$ cat config.mk
export PLATFORM = sky130hd
export DESIGN_NAME = sfi_device_flat
export DESIGN_NICKNAME = d
export VERILOG_FILES = /design/src/verilog/sfi_pkg.sv /design/src/verilog/sfi_link_if.sv /design/src/verilog/sfi_sync.sv /design/src/verilog/sfi_device.sv /design/src/flat_wrapper.sv
export VERILOG_INCLUDE_DIRS = /design/src /design/src/verilog
export SDC_FILE = /design/constraint.sdc
export NUM_CORES = 1
export LEC_CHECK = 0
export BUFFER_PORTS_ARGS = -buffer_cell sky130_fd_sc_hd__clkbuf_2
export CORE_UTILIZATION = 55
export DETAILED_ROUTE_END_ITERATION = 8
export GPL_TIMING_DRIVEN = 0
export PLACE_DENSITY = 0.78
export SLEW_MARGIN = 5
export SYNTH_ARGS = -nofsm -noshare
export SYNTH_HDL_FRONTEND = slang
export SYNTH_SLANG_ARGS = --single-unit
export TNS_END_PERCENT = 1
$ cat constraint.sdc
create_clock -name clk_i -period 2.35 [get_ports clk_i]
set_clock_uncertainty 0.1 [all_clocks]
set_input_delay 0.235 -clock clk_i [delete_from_list [all_inputs] [get_ports clk_i]]
set_output_delay 0.235 -clock clk_i [all_outputs]
set_load 0.01 [all_outputs]
$ cat src/verilog/sfi_cfg.svh
// Constants for the serial flash ID, hold and protect front end.
// Assumes a 200 MHz system clock on both ends.
`ifndef SFI_CFG_SVH
`define SFI_CFG_SVH

// ---------------------------------------------------------------
// Opcodes
// ---------------------------------------------------------------
`define SFI_OP_JEDEC_ID  8'h9f
`define SFI_OP_SHORT_ID  8'hab
`define SFI_OP_WR_EN     8'h06
`define SFI_OP_WR_DIS    8'h04
`define SFI_OP_PWR_DOWN  8'hb9
`define SFI_OP_SS_ERASE  8'h20
`define SFI_OP_SS_ERASE2 8'hd7
`define SFI_OP_SEC_ERASE 8'hd8
`define SFI_OP_CHIP_ER   8'h60
`define SFI_OP_CHIP_ER2  8'hc7
`define SFI_OP_PAGE_PROG 8'h02
`define SFI_OP_STAT_WR   8'h01

// ---------------------------------------------------------------
// Frame lengths in bus cycles, and fixed ID bytes
// ---------------------------------------------------------------
`define SFI_LEN_OPCODE   12'h001
`define SFI_LEN_ADDR_CMD 12'h004
`define SFI_LEN_STAT_WR  12'h002
`define SFI_LEN_PROG_MIN 12'h005
`define SFI_ID_RESERVED  8'h00

// ---------------------------------------------------------------
// Timing
// ---------------------------------------------------------------
`define SFI_CLK_MHZ       200
`define SFI_PU_WAIT_US    500
`define SFI_PU_WAIT_CYC   (`SFI_PU_WAIT_US * `SFI_CLK_MHZ)
`define SFI_SCK_HALF_CYC  8

`endif

$ cat src/verilog/sfi_pkg.sv
// Types shared by both ends of the serial flash link.
// Assumes sfi_cfg.svh for numeric constants.
package sfi_pkg;

    // Device frame decoding
    typedef enum logic [1:0] {
        SFI_DM_CMD,
        SFI_DM_JID,
        SFI_DM_SID
    } sfi_dmode_t;

    // Host sequencer
    typedef enum logic [1:0] {
        SFI_HS_PWRUP,
        SFI_HS_IDLE,
        SFI_HS_RUN,
        SFI_HS_END
    } sfi_hstate_t;

endpackage : sfi_pkg

$ cat src/verilog/sfi_link_if.sv
// Serial link between the host end and the flash end.
// Assumes the bench resolves the output line from so_oe.
`timescale 1ns/1ps
interface sfi_link_if;
    logic cs_n;
    logic sck;
    logic si;
    logic so;
    logic so_oe;
    logic hold_n;

    modport host (output cs_n, output sck, output si, output hold_n, input so, input so_oe);
    modport dev  (input cs_n, input sck, input si, input hold_n, output so, output so_oe);
endinterface : sfi_link_if

$ cat src/verilog/sfi_sync.sv
// Three-stage input synchroniser with agreement filter.
// Assumes asynchronous pin inputs; reset value is a parameter.
`timescale 1ns/1ps
module sfi_sync #(
    parameter int         W   = 4,
    parameter logic [W-1:0] RST = '0
) (
    input  wire logic         clk_i,
    input  wire logic         reset_i,
    input  wire logic [W-1:0] d_i,
    output logic      [W-1:0] q_o
);
    logic [W-1:0] s1;
    logic [W-1:0] s2;
    logic [W-1:0] s3;

    // Stage one feeds stage two only; filter looks at two and three
    always_ff @(posedge clk_i) begin
        if (reset_i) begin
            s1  <= RST;
            s2  <= RST;
            s3  <= RST;
            q_o <= RST;
        end else begin
            s1 <= d_i;
            s2 <= s1;
            s3 <= s2;
            for (int i = 0; i < W; i++) begin
                if (s2[i] == s3[i]) begin
                    q_o[i] <= s3[i];
                end
            end
        end
    end
endmodule : sfi_sync

$ cat src/verilog/sfi_device.sv
// Flash end of the link: ID reads, hold, power state, write guards.
// Assumes link pins are asynchronous to clk_i and the array core
// reports busy and write completion on clk_i.
`timescale 1ns/1ps
`include "sfi_cfg.svh"

// Notes on behaviour
// - No ID read while write busy
// - 9Fh returns maker, type, capacity, reserved
// - Four ID bytes repeat while clocking
// - ABh plus 24 dummy bits gives ID
// - Short ID byte repeats while clocking
// - Output starts on falling edge; CS ends
// - Hold on fall with SCK low, exit rise
// - Host changes hold only while SCK low
// - Hold needs CS low; CS rise resets
// - Held: output off, SI and SCK ignored
// - Host waits 500 us after power-up
// - Start in standby, not power-down
// - Write needs CS rise on byte boundary
// - Program needs whole data bytes
// - Status write with two data bytes ignored
// - Write completion clears write enable
// - ABh opcode byte exits power-down
module sfi_device import sfi_pkg::*; #(
    parameter logic [7:0] MAKER_ID = 8'ha5, // Arbitrary value
    parameter logic [7:0] TYPE_ID  = 8'h5a, // Arbitrary value
    parameter logic [7:0] CAP_ID   = 8'h3c, // Arbitrary value
    parameter logic [7:0] SHORT_ID = 8'hc3  // Arbitrary value
) (
    input  wire logic       clk_i,
    input  wire logic       reset_i,
    sfi_link_if.dev         link,
    input  wire logic       busy_i,
    input  wire logic       write_done_i,
    output logic            wen_o,
    output logic            pd_o,
    output logic            held_o,
    output logic            wr_start_o,
    output logic [7:0]      wr_op_o
);
    // ---------------------------------------------------------------
    // Pin sampling
    // ---------------------------------------------------------------
    logic [3:0]  pins;
    logic        cs_n;
    logic        sck;
    logic        si;
    logic        hold_n;
    logic        cs_d;
    logic        sck_d;
    logic        hold_d;

    sfi_sync #(.W(4), .RST(4'h9)) u_sync (
        .clk_i   (clk_i),
        .reset_i (reset_i),
        .d_i     ({link.cs_n, link.sck, link.si, link.hold_n}),
        .q_o     (pins)
    );

    assign cs_n   = pins[3];
    assign sck    = pins[2];
    assign si     = pins[1];
    assign hold_n = pins[0];

    // Previous filtered levels for edge finding
    always_ff @(posedge clk_i) begin
        if (reset_i) begin
            cs_d   <= 1'b1;
            sck_d  <= 1'b0;
            hold_d <= 1'b1;
        end else begin
            cs_d   <= cs_n;
            sck_d  <= sck;
            hold_d <= hold_n;
        end
    end

    logic        cs_rise;
    logic        sck_rise;
    logic        sck_fall;
    logic [11:0] nbytes;
    logic [2:0]  nbits;
    logic [7:0]  sh;
    logic [7:0]  op;
    logic [7:0]  cur_byte;
    logic        whole;
    logic        op_done;
    sfi_dmode_t  mode;

    assign cs_rise  = cs_n & ~cs_d;
    // Clock edges count only in a frame and out of hold
    assign sck_rise = sck & ~sck_d & ~cs_n & ~held_o;
    assign sck_fall = ~sck & sck_d & ~cs_n & ~held_o;
    assign whole    = (nbits == 3'h0);
    assign op_done  = sck_rise && nbytes == 12'h000 && nbits == 3'h7;
    assign cur_byte = {sh[6:0], si};

    // ---------------------------------------------------------------
    // Functions
    // ---------------------------------------------------------------
    // Length check for write-type opcodes, in whole bus cycles
    function automatic logic len_ok(input logic [7:0] o, input logic [11:0] n);
        case (o)
            `SFI_OP_SS_ERASE, `SFI_OP_SS_ERASE2, `SFI_OP_SEC_ERASE:
                len_ok = (n == `SFI_LEN_ADDR_CMD);
            `SFI_OP_CHIP_ER, `SFI_OP_CHIP_ER2:
                len_ok = (n == `SFI_LEN_OPCODE);
            `SFI_OP_PAGE_PROG:
                len_ok = (n >= `SFI_LEN_PROG_MIN);
            `SFI_OP_STAT_WR:
                len_ok = (n == `SFI_LEN_STAT_WR);
            default:
                len_ok = 1'b0;
        endcase
    endfunction : len_ok

    // ID byte for the repeating four-byte sequence
    function automatic logic [7:0] jid_byte(input logic [1:0] i);
        case (i)
            2'h0:    jid_byte = MAKER_ID;
            2'h1:    jid_byte = TYPE_ID;
            2'h2:    jid_byte = CAP_ID;
            default: jid_byte = `SFI_ID_RESERVED;
        endcase
    endfunction : jid_byte

    // ---------------------------------------------------------------
    // Hold state
    // ---------------------------------------------------------------
    // Hold only inside a frame; entered only with SCK low, exit on any hold rise whatever SCK is
    always_ff @(posedge clk_i) begin
        if (reset_i) begin
            held_o <= 1'b0;
        end else if (cs_n) begin
            held_o <= 1'b0;
        end else if (!hold_n && hold_d && !sck) begin
            held_o <= 1'b1;
        end else if (hold_n && !hold_d) begin
            held_o <= 1'b0;
        end
    end

    // ---------------------------------------------------------------
    // Shift in and count
    // ---------------------------------------------------------------
    // Byte count saturates so long program loads still pass the length check
    always_ff @(posedge clk_i) begin
        if (reset_i || cs_n) begin
            nbytes <= 12'h000;
            nbits  <= 3'h0;
            sh     <= 8'h00;
        end else if (sck_rise) begin
            sh    <= cur_byte;
            nbits <= nbits + 3'h1;
            if (nbits == 3'h7 && nbytes != 12'hfff) begin
                nbytes <= nbytes + 12'h001;
            end
        end
    end

    // Opcode capture and frame mode
    always_ff @(posedge clk_i) begin
        if (reset_i || cs_n) begin
            op   <= 8'h00;
            mode <= SFI_DM_CMD;
        end else if (op_done) begin
            op <= cur_byte;
            case (cur_byte)
                `SFI_OP_JEDEC_ID:
                    mode <= (busy_i || pd_o) ? SFI_DM_CMD : SFI_DM_JID;
                `SFI_OP_SHORT_ID:
                    mode <= busy_i ? SFI_DM_CMD : SFI_DM_SID;
                default:
                    mode <= SFI_DM_CMD;
            endcase
        end
    end

    // ---------------------------------------------------------------
    // ID output
    // ---------------------------------------------------------------
    logic       out_act;
    logic [2:0] obit;
    logic [1:0] oidx;
    logic       first_fall;
    logic [7:0] obyte;

    // Start at the fall after the opcode, or after the dummy bits
    assign first_fall = (mode == SFI_DM_JID && nbytes == `SFI_LEN_OPCODE) ||
                        (mode == SFI_DM_SID && nbytes == `SFI_LEN_ADDR_CMD);
    assign obyte      = (mode == SFI_DM_JID) ? jid_byte(oidx) : SHORT_ID;

    // Bit driven on each falling edge, MSB first
    always_ff @(posedge clk_i) begin
        if (reset_i || cs_n) begin
            out_act <= 1'b0;
            obit    <= 3'h0;
            oidx    <= 2'h0;
            link.so <= 1'b0;
        end else if (sck_fall && (out_act || (first_fall && whole))) begin
            out_act <= 1'b1;
            link.so <= obyte[3'h7 - obit];
            obit    <= obit + 3'h1;
            if (obit == 3'h7 && mode == SFI_DM_JID) begin
                oidx <= oidx + 2'h1;
            end
        end
    end
    // Short ID byte index never moves, so it repeats as is

    // Driver enabled only while output is live and not held
    always_ff @(posedge clk_i) begin
        if (reset_i) begin
            link.so_oe <= 1'b0;
        end else begin
            link.so_oe <= ~cs_n & ~held_o & (out_act |
                          (sck_fall && first_fall && whole));
        end
    end

    // ---------------------------------------------------------------
    // Power state and write enable
    // ---------------------------------------------------------------
    // Standby after reset; power-down only on command
    always_ff @(posedge clk_i) begin
        if (reset_i) begin
            pd_o <= 1'b0;
        end else if (op_done && cur_byte == `SFI_OP_SHORT_ID) begin
            pd_o <= 1'b0;
        end else if (cs_rise && whole && nbytes == `SFI_LEN_OPCODE &&
                     op == `SFI_OP_PWR_DOWN && !busy_i) begin
            pd_o <= 1'b1;
        end
    end

    logic cmd_ok;
    // Single-cycle commands honoured only on a clean boundary
    assign cmd_ok = cs_rise && whole && !busy_i && !pd_o &&
                    nbytes == `SFI_LEN_OPCODE;

    // Completion clear wins; a failed write leaves the latch alone
    always_ff @(posedge clk_i) begin
        if (reset_i) begin
            wen_o <= 1'b0;
        end else if (write_done_i) begin
            wen_o <= 1'b0;
        end else if (cmd_ok && op == `SFI_OP_WR_EN) begin
            wen_o <= 1'b1;
        end else if (cmd_ok && op == `SFI_OP_WR_DIS) begin
            wen_o <= 1'b0;
        end
    end

    // ---------------------------------------------------------------
    // Write launch
    // ---------------------------------------------------------------
    // Malformed frames are dropped silently, as the array expects
    always_ff @(posedge clk_i) begin
        if (reset_i) begin
            wr_start_o <= 1'b0;
            wr_op_o    <= 8'h00;
        end else begin
            wr_start_o <= cs_rise && whole && wen_o && !busy_i && !pd_o &&
                          len_ok(op, nbytes);
            if (cs_rise) begin
                wr_op_o <= op;
            end
        end
    end

endmodule : sfi_device

$ cat src/flat_wrapper.sv
// flat-port wrapper written by rule: the top's interface ports become plain ports
module sfi_device_flat import sfi_pkg::*;
#(
    parameter logic [7:0] MAKER_ID = 8'ha5,                   
    parameter logic [7:0] TYPE_ID  = 8'h5a,                   
    parameter logic [7:0] CAP_ID   = 8'h3c,                   
    parameter logic [7:0] SHORT_ID = 8'hc3                    
)
  (clk_i, reset_i, busy_i, write_done_i, wen_o, pd_o, held_o, wr_start_o, wr_op_o, link_cs_n, link_sck, link_si, link_hold_n, link_so, link_so_oe);
  sfi_link_if link_i ();
  input  wire logic clk_i;
  input  wire logic reset_i;
  input  wire logic busy_i;
  input  wire logic write_done_i;
  output logic wen_o;
  output logic pd_o;
  output logic held_o;
  output logic wr_start_o;
  output logic [7:0] wr_op_o;
  input wire logic [$bits(link_i.cs_n)-1:0] link_cs_n;
  input wire logic [$bits(link_i.sck)-1:0] link_sck;
  input wire logic [$bits(link_i.si)-1:0] link_si;
  input wire logic [$bits(link_i.hold_n)-1:0] link_hold_n;
  output wire logic [$bits(link_i.so)-1:0] link_so;
  output wire logic [$bits(link_i.so_oe)-1:0] link_so_oe;
  assign link_i.cs_n = link_cs_n;
  assign link_i.sck = link_sck;
  assign link_i.si = link_si;
  assign link_i.hold_n = link_hold_n;
  assign link_so = link_i.so;
  assign link_so_oe = link_i.so_oe;
  sfi_device #(.MAKER_ID(MAKER_ID), .TYPE_ID(TYPE_ID), .CAP_ID(CAP_ID), .SHORT_ID(SHORT_ID)) u_core (.clk_i(clk_i), .reset_i(reset_i), .link(link_i), .busy_i(busy_i), .write_done_i(write_done_i), .wen_o(wen_o), .pd_o(pd_o), .held_o(held_o), .wr_start_o(wr_start_o), .wr_op_o(wr_op_o));
endmodule
==> impl_results.md, run 1 <==
* Post-synthesis sequential area ratio at approximately 44%
* Commonest non-fill, non-tap cell in the layout: dfxtp_1
* Reg area at ~1400 µm²
* PortBufs at 21
* Antenna violations before repair at 0
* # H-tree levels at 3
* Setup violators final at 0
* Top post-synthesis cells by area: dfxtp_1 44%, nand2_1 6.7%, ha_1 5.9%
* Gr ovfl total at 0
* CP required at 2.47 ns
* Synth Area in Simple Gates at 28.6%
* Synth Area in Adders at 5.87%
* All-layer global routing usage at a little under a quarter
* Drt first pass iters at 4
* Max-slew violations at 0
* Leak Pwr at around 1.2 nW
* RSZ-0062 raised after global routing: true
* Final Hold Fails at 0
* Largest net degree at the start of global routing at 13
* Hold depth at 4
* Area Overhead vs Synth at 15.8%
* Worst r2r src: u_core.nbytes[8]
* Peak VDD IR at about 0.00048 V
* Vias/cell at between 5 and 6
* Starting Density at between 50 and 60%
* R2R cell count at 6
* Worst setup EP type: register
* Mapped Area at around 3200 µm²
* Critical Path Fanout Max at 10
* Vias in the first global route at ~2500
* Largest family of logic cells by synthesized area: simple AND/OR/NAND/NOR gates
* Worst setup SP type: register
* Initial DRC count at between 150 and 200
* Most frequent cells in the layout: 69 x dfxtp_1, 57 x nand2_1, 34 x nor2_1, 33 x a21oi_1, 21 x clkbuf_2
* Xor-xnor portion of the synthesized cell area at approximately 3%
* WL/cell at 13.9 µm
* CP arrival at ~2.4 ns
* Multiplexer area fraction after synthesis at under 10%
* FILL cells at between 400 and 500
* Design Area, Final at approximately 3700 µm²
* Post-DP HPWL at between 4000 and 5000 µm
* Type of the most critical hold path: primary input to register
* Bufs on Longest Clock Path at 2
* Clock Sinks at between 70 and 80
* Status: finished clean
* Hold Startpoint: reset_i
* Worst Hold Path EP: u_core.nbytes[4]
* Clk slew on worst S/H paths at about 0.070 ns
* Rel. slew slack at around 60%
* GPL Wtd Cong at between 0.8 and 0.9
* # rows at 27
* Total die area at 6120 µm²
* Number of diodes at 0
* Crit Path Category: register to register
* Reg-to-Reg End: u_core.op[7]
* Dpl cell area at 3390 µm²
* DIE WIDTH at approximately 78 µm
* Clk Latency, worst-skew pair at between 0.3 and 0.4 ns
* Compound-gate portion of the synthesized area at between 10% and 20%
* Die Span Y at roughly 80 µm
* Antenna-violating nets left at 0
* Total wire length at approximately 6700 µm
* Remaining DRCs at 0
* Synth area leader: dfxtp_1
* Post-Syn Instances at roughly 370
* Maximum clock frequency at approximately 0.44 GHz
* Synthesis warning total at 0
* Multi-input gate area at approximately 1700 µm²
* Synth Register Bits at 71
* Max_cap viols at 0
* Power per Cell Area at 658 nW/µm²
* I/O pin total at 22
* Setup TNS at 0 ns
* Core area at between 5000 and 6000 µm²
* Period minus WS final at 2.28 ns
* Post-layout util at 66.8%
* Overall Power at between 2 and 2.5 mW
* Setup bufs post-CTS at 0
* Nets at around 430
* DR vias at 2715
* Post-synth top area share at approximately 44%
* Inserted Clock Buffers at 9
* Synth cell types at 46
* Reg2reg setup slack at between 0.06 and 0.07 ns
* Tcrit/Tclk final at 97.2%
* Root buf cell: clkbuf_8
* First-pass GRT wire length at around 11000 µm
* CTS tree: built
* Synth Net Count at roughly 400
* Avg Cell Area, Syn at between 8 and 9 µm²
* Share of post-route cells with drive strength above 1 at between 10 and 15%
* Worst-Margin Slew at 0.592 ns
layout make-up:
| class | count | share of cell area [%] |
|---|---|---|
| buffer | 16 | 1.82 |
| clock buffer | 10 | 3.72 |
| sequential | 71 | 38.4 |
| tap | 72 | 2.43 |
| multi-input combinational | 271 | 45.0 |
| inverter | 15 | 1.52 |
| timing repair buffer | 26 | 4.19 |
| clock inverter | 5 | 2.87 |
worst max-delay path by stage:
stage                     startpoint      endpoint  slack (ns)  cells after the start
finish              u_core.nbytes[8]  u_core.op[7]        0.07                      6
detailed placement  u_core.nbytes[9]  u_core.op[3]        0.08                      6
global placement    u_core.nbytes[8]  u_core.op[5]        0.11                      6
global route        u_core.nbytes[8]  u_core.op[4]       -0.01                      6
CTS                 u_core.nbytes[9]  u_core.op[3]        0.05                      6
floorplan           u_core.nbytes[8]  u_core.op[1]        0.27                      6
kinds of logic after synthesis:
family | Yosys count
AOI/OAI and AO/OA | 58
DFF | 71
buffers and inverters | 31
muxes | 12
and+or+nand+nor | 175
xor gates and xnor gates | 11
adders and majority gates | 15
cell usage after synthesis, drive strengths merged:
cell type	number
a2111oi	2
a211oi	2
a21o	1
a21oi	33
a31o	1
a31oi	2
and2	2
and3	2
and4b	1
buf	1
clkbuf	15
dfxtp	71
ha	15
inv	15
mux2	1
mux2i	11
nand2	57
nand2b	7
nand3	5
nand3b	2
nand4	7
nand4b	1
nor2	34
nor2b	10
nor3	14
nor3b	2
nor4	7
nor4b	6
nor4bb	1
o2111a	1
o2111ai	1
o211ai	1
o21ai	10
o21bai	2
o22ai	1
o31ai	1
or2	8
or3	5
or4	3
or4b	1
xnor2	10
xor2	1
repair_timing:
| item | CTS | global route |
|---|---|---|
| resized for setup | 0 | 4 |
| endpoints found under the hold margin | 5 | 0 |
| hold buffers | 5 | 0 |
| setup endpoints to repair | 0 | 17 |
report_power, final:
part | internal [mW] | switching, mW | total (mW)
registers | 1.21 | 0.00335 | 1.21
clock network | 0.730 | 0.462 | 1.19
logic | 0.0169 | 0.0145 | 0.0314
per-stage QoR:
stage | hold WS [ns] | std cells | setup slack (ns)
5_1_grt | 0.167 | 486 | -0.00968
2_1_floorplan | 0.212 | 373 | 0.268
6_report | 0.145 | 486 | 0.0666
4_1_cts | 0.137 | 486 | 0.0534
3_5_place_dp | 0.302 | 466 | 0.0762
3_3_place_gp | 0.297 | 466 | 0.111
worst max-delay path: stages (launching register included):
cell	delay (ns)
dfxtp_2	0.34
or4_4	0.57
or3_4	0.40
nor4_4	0.26
buf_6	0.22
mux2i_1	0.21
nor2_1	0.06
state kept, by name, summed over array words and instances (netlist names):
| register | cells |
|---|---|
| u_core.mode | 2 |
| u_core.pd_o | 1 |
| u_core.out_act | 1 |
| u_core.nbits | 3 |
| u_core.hold_d | 1 |
| u_core.oidx | 2 |
| u_core.nbytes | 12 |
| u_core.held_o | 1 |
| u_core.obit | 3 |
| u_core.u_sync.s1 | 4 |
| u_core.wen_o | 1 |
| u_core.op | 8 |
| u_core.wr_op_o | 8 |
| u_core.cs_d | 1 |
| u_core.link.so_oe | 1 |
| u_core.u_sync.q_o | 4 |
| u_core.sh | 7 |
| u_core.link.so | 1 |
| u_core.sck_d | 1 |
| u_core.wr_start_o | 1 |
| u_core.u_sync.s2 | 4 |
| u_core.u_sync.s3 | 4 |
metal layers:
metal	up-vias	GRT usage (%)	part of all wire [%]	wire length, µm
met5	-	0	0	0
met2	75	38.1	46	3130
met3	23	3.95	4.1	279
met4	0	13.0	2.7	179
met1	1263	31.1	47	3160
li1	1354	-	-	-
(Power assumes the default switching activity.)
==> run 2, diff against run 1 <==
--- a/config.mk
+++ b/config.mk
@@ -6,12 +6,13 @@
 export SDC_FILE = /design/constraint.sdc
 export NUM_CORES = 1
 export LEC_CHECK = 0
+export ABC_AREA = 1
 export BUFFER_PORTS_ARGS = -buffer_cell sky130_fd_sc_hd__clkbuf_2
 export CORE_UTILIZATION = 55
 export DETAILED_ROUTE_END_ITERATION = 8
 export GPL_TIMING_DRIVEN = 0
-export PLACE_DENSITY = 0.78
-export SLEW_MARGIN = 5
+export PLACE_DENSITY = 0.77
+export SLEW_MARGIN = 30
 export SYNTH_ARGS = -nofsm -noshare
 export SYNTH_HDL_FRONTEND = slang
 export SYNTH_SLANG_ARGS = --single-unit
==> impl_results.md, run 2 <==
* Worst setup SP type: register
* Post-DP HPWL at between 5000 and 6000 µm
* Die Span Y at 79.8 µm
* Synth area leader: dfxtp_1
* Inserted Clock Buffers at 9
* Worst-Margin Slew at about 0.53 ns
* Avg Cell Area, Syn at 7.31 µm²
* Clk slew on worst S/H paths at around 0.080 ns
* Worst path max stage delay at about 0.36 ns
* Most frequent cell after synthesis: nand2_1
* Synth Area in Simple Gates at between 20% and 30%
* Most common cell on crit path: inv_1
* Post-layout util at 65.9%
* Most frequent cells in the layout: 76 x nand2_1, 71 x dfxtp_1, 68 x nor2_1, 52 x inv_1, 45 x a21oi_1
* I/O pin total at 22
* Synth Register Bits at 71
* DR vias at 2967
* Beginning of the critical path: u_core.nbytes[0]
* Regs by FF count: u_core.nbytes: 12 flops, u_core.op: 8 flops, u_core.wr_op_o: 8 flops
* Type of the most critical hold path: primary input to register
* Nets at roughly 500
* Vias/cell at 5.23
* CTS tree: built
* Top post-synthesis cells by area: dfxtp_1 43%, nand2_1 8.6%, nor2_1 7.7%
* Worst r2r src: u_core.nbytes[0]
* # H-tree levels at 3
* Number of synthesized flops with an enable pin at 0
* Area Overhead vs Synth at 12.4%
* # rows at 27
* Antenna-violating nets left at 0
* RSZ-0062 raised after global routing: false
* Placed cell count at about 550
* DIE WIDTH at ~80 µm
* Multiplexer area fraction after synthesis at 0%
* Design Area, Final at 3740 µm²
* Power per Cell Area at about 570 nW/µm²
* GPL Wtd Cong at 0.900
* Peak VDD IR at 0.000438 V
* Synth Net Count at ~480
* Critical-path top delay cell: dfxtp_1
* Share of post-route cells with drive strength above 1 at between 10 and 15%
* Worst setup EP type: register
* Status: finished clean
* Gr ovfl total at 0
* Bufs on Longest Clock Path at 2
* Post-synthesis sequential area ratio at between 40% and 50%
* CP arrival at about 2 ns
* Overall Power at between 2 and 2.5 mW
* Prevailing post-synth register cell: dfxtp_1
* CP Cell Sequence: inv_1 -> ha_1 -> inv_1 -> nor3_1 -> nand3_2 -> buf_6 -> nor3_2 -> nand2_1 -> a21oi_1
* Number of diodes at 0
* Post-Syn Instances at roughly 460
* Total wire length at 7020 µm
* Antenna violations before repair at 0
* Remaining DRCs at 0
* Max_cap viols at 0
* Root buf cell: clkbuf_8
* Leak Pwr at about 1.5 nW
* Core area at 5680 µm²
* Most flops, register: u_core.nbytes
* Hold Startpoint: write_done_i
* CP required at between 2 and 3 ns
* Period minus WS final at approximately 1.8 ns
* Crit Path Category: register to register
* Tcrit/Tclk final at approximately three quarters
* Xor-xnor portion of the synthesized cell area at under 10%
* Ys async rst share at 0%
* Pre-CTS setup slack at between 0.5 and 0.6 ns
* First-pass GRT wire length at 11600 µm
* Post-cts resize count at 0
* Drt first pass iters at 4
* Setup violators final at 0
* Initial DRC count at around 170
* Compound-gate portion of the synthesized area at between 10% and 20%
* WL/cell at about 12 µm
* Commonest non-fill, non-tap cell in the layout: nand2_1
* Clock Sinks at 71
* Clk Latency, worst-skew pair at roughly 0.35 ns
* Synth cell types at 27
* All-layer global routing usage at roughly a quarter
* Max-slew violations at 0
* Starting Density at between 50% and 60%
* Final Hold Fails at 0
* PortBufs at 20
* Largest family of logic cells by synthesized area: simple AND/OR/NAND/NOR gates
* Largest net degree at the start of global routing at 14
* Rel. slew slack at between 60% and 70%
* Vias in the first global route at ~2800
* Dpl cell area at between 3000 and 4000 µm²
* Max reg flops at 12
* Maximum clock frequency at between 0.5 and 0.6 GHz
* Synth cell count leaders: 76 x nand2_1, 71 x dfxtp_1, 68 x nor2_1
* Post-synth top area share at 42.7%
* Synthesis warning total at 0
* Total die area at roughly 6400 µm²
* Mapped Area at roughly 3300 µm²
* Setup TNS at 0 ns
* Synth Area in Adders at approximately 5.6%
* Final Worst Setup Slack at approximately 0.54 ns
* Worst hold slack at around 0.011 ns
* Critical Path Fanout Max at 10
* Finished Layout Cells at roughly 570
==> run 2: repair_timing <==
action / 4_1_cts / 5_1_grt
endpoints found under the hold margin: 4 / 0
hold buffers: 4 / 0
setup buffers: 0 / 0
==> run 2: kinds of logic after synthesis <==
family	Yosys count
adder cells (fa/ha/maj)	15
AO/OA/AOI/OAI	83
buffers and inverters	70
flip-flops	71
XOR/XNOR	9
AND/OR/NAND/NOR	207
==> run 2: per-layer routing <==
metal	vias up	GRT usage [%]	wire length, µm
li1	1528	-	-
met1	1371	27.8	3310
met2	55	41.9	3380
met3	13	4.00	200
met4	0	11.8	135
met5	-	0	0
==> run 2: layout make-up <==
cell class / count / area [µm²]
repair buffers: 24 / 140
flip-flops and latches: 71 / 1420
multi-input cells: 314 / 1610
plain buffers: 14 / 85.1
well taps: 72 / 90.1
clock inverters: 6 / 43.8
fillers: 487 / 1940
clock buffers: 10 / 138
inverters: 56 / 213
==> run 2: where the power goes <==
group	internal, mW	total (mW)	switching, mW
clock	0.412	0.896	0.484
combinational	0.0154	0.0311	0.0156
sequential	1.21	1.21	0.00384
total	1.64	2.14	0.503
==> run 2: final timing paths <==
kind | end | slack (ns) | cells past startpoint
hold / removal | u_core.wen_o | 0.01 | 3
setup / recovery | u_core.mode[1] | 0.54 | 9
setup reg to reg | u_core.mode[1] | 0.54 | 9
hold reg to reg | u_core.u_sync.s2[2] | 0.31 | 2
==> run 2: worst max-delay path: cells and delay by family, from the launching register on <==
family,cells,cell delay (ns)
and+or+nand+nor,4,0.60
AOI/OAI and AO/OA,1,0.12
buffers and inverters,3,0.37
adders and majority gates,1,0.20
DFF,1,0.36
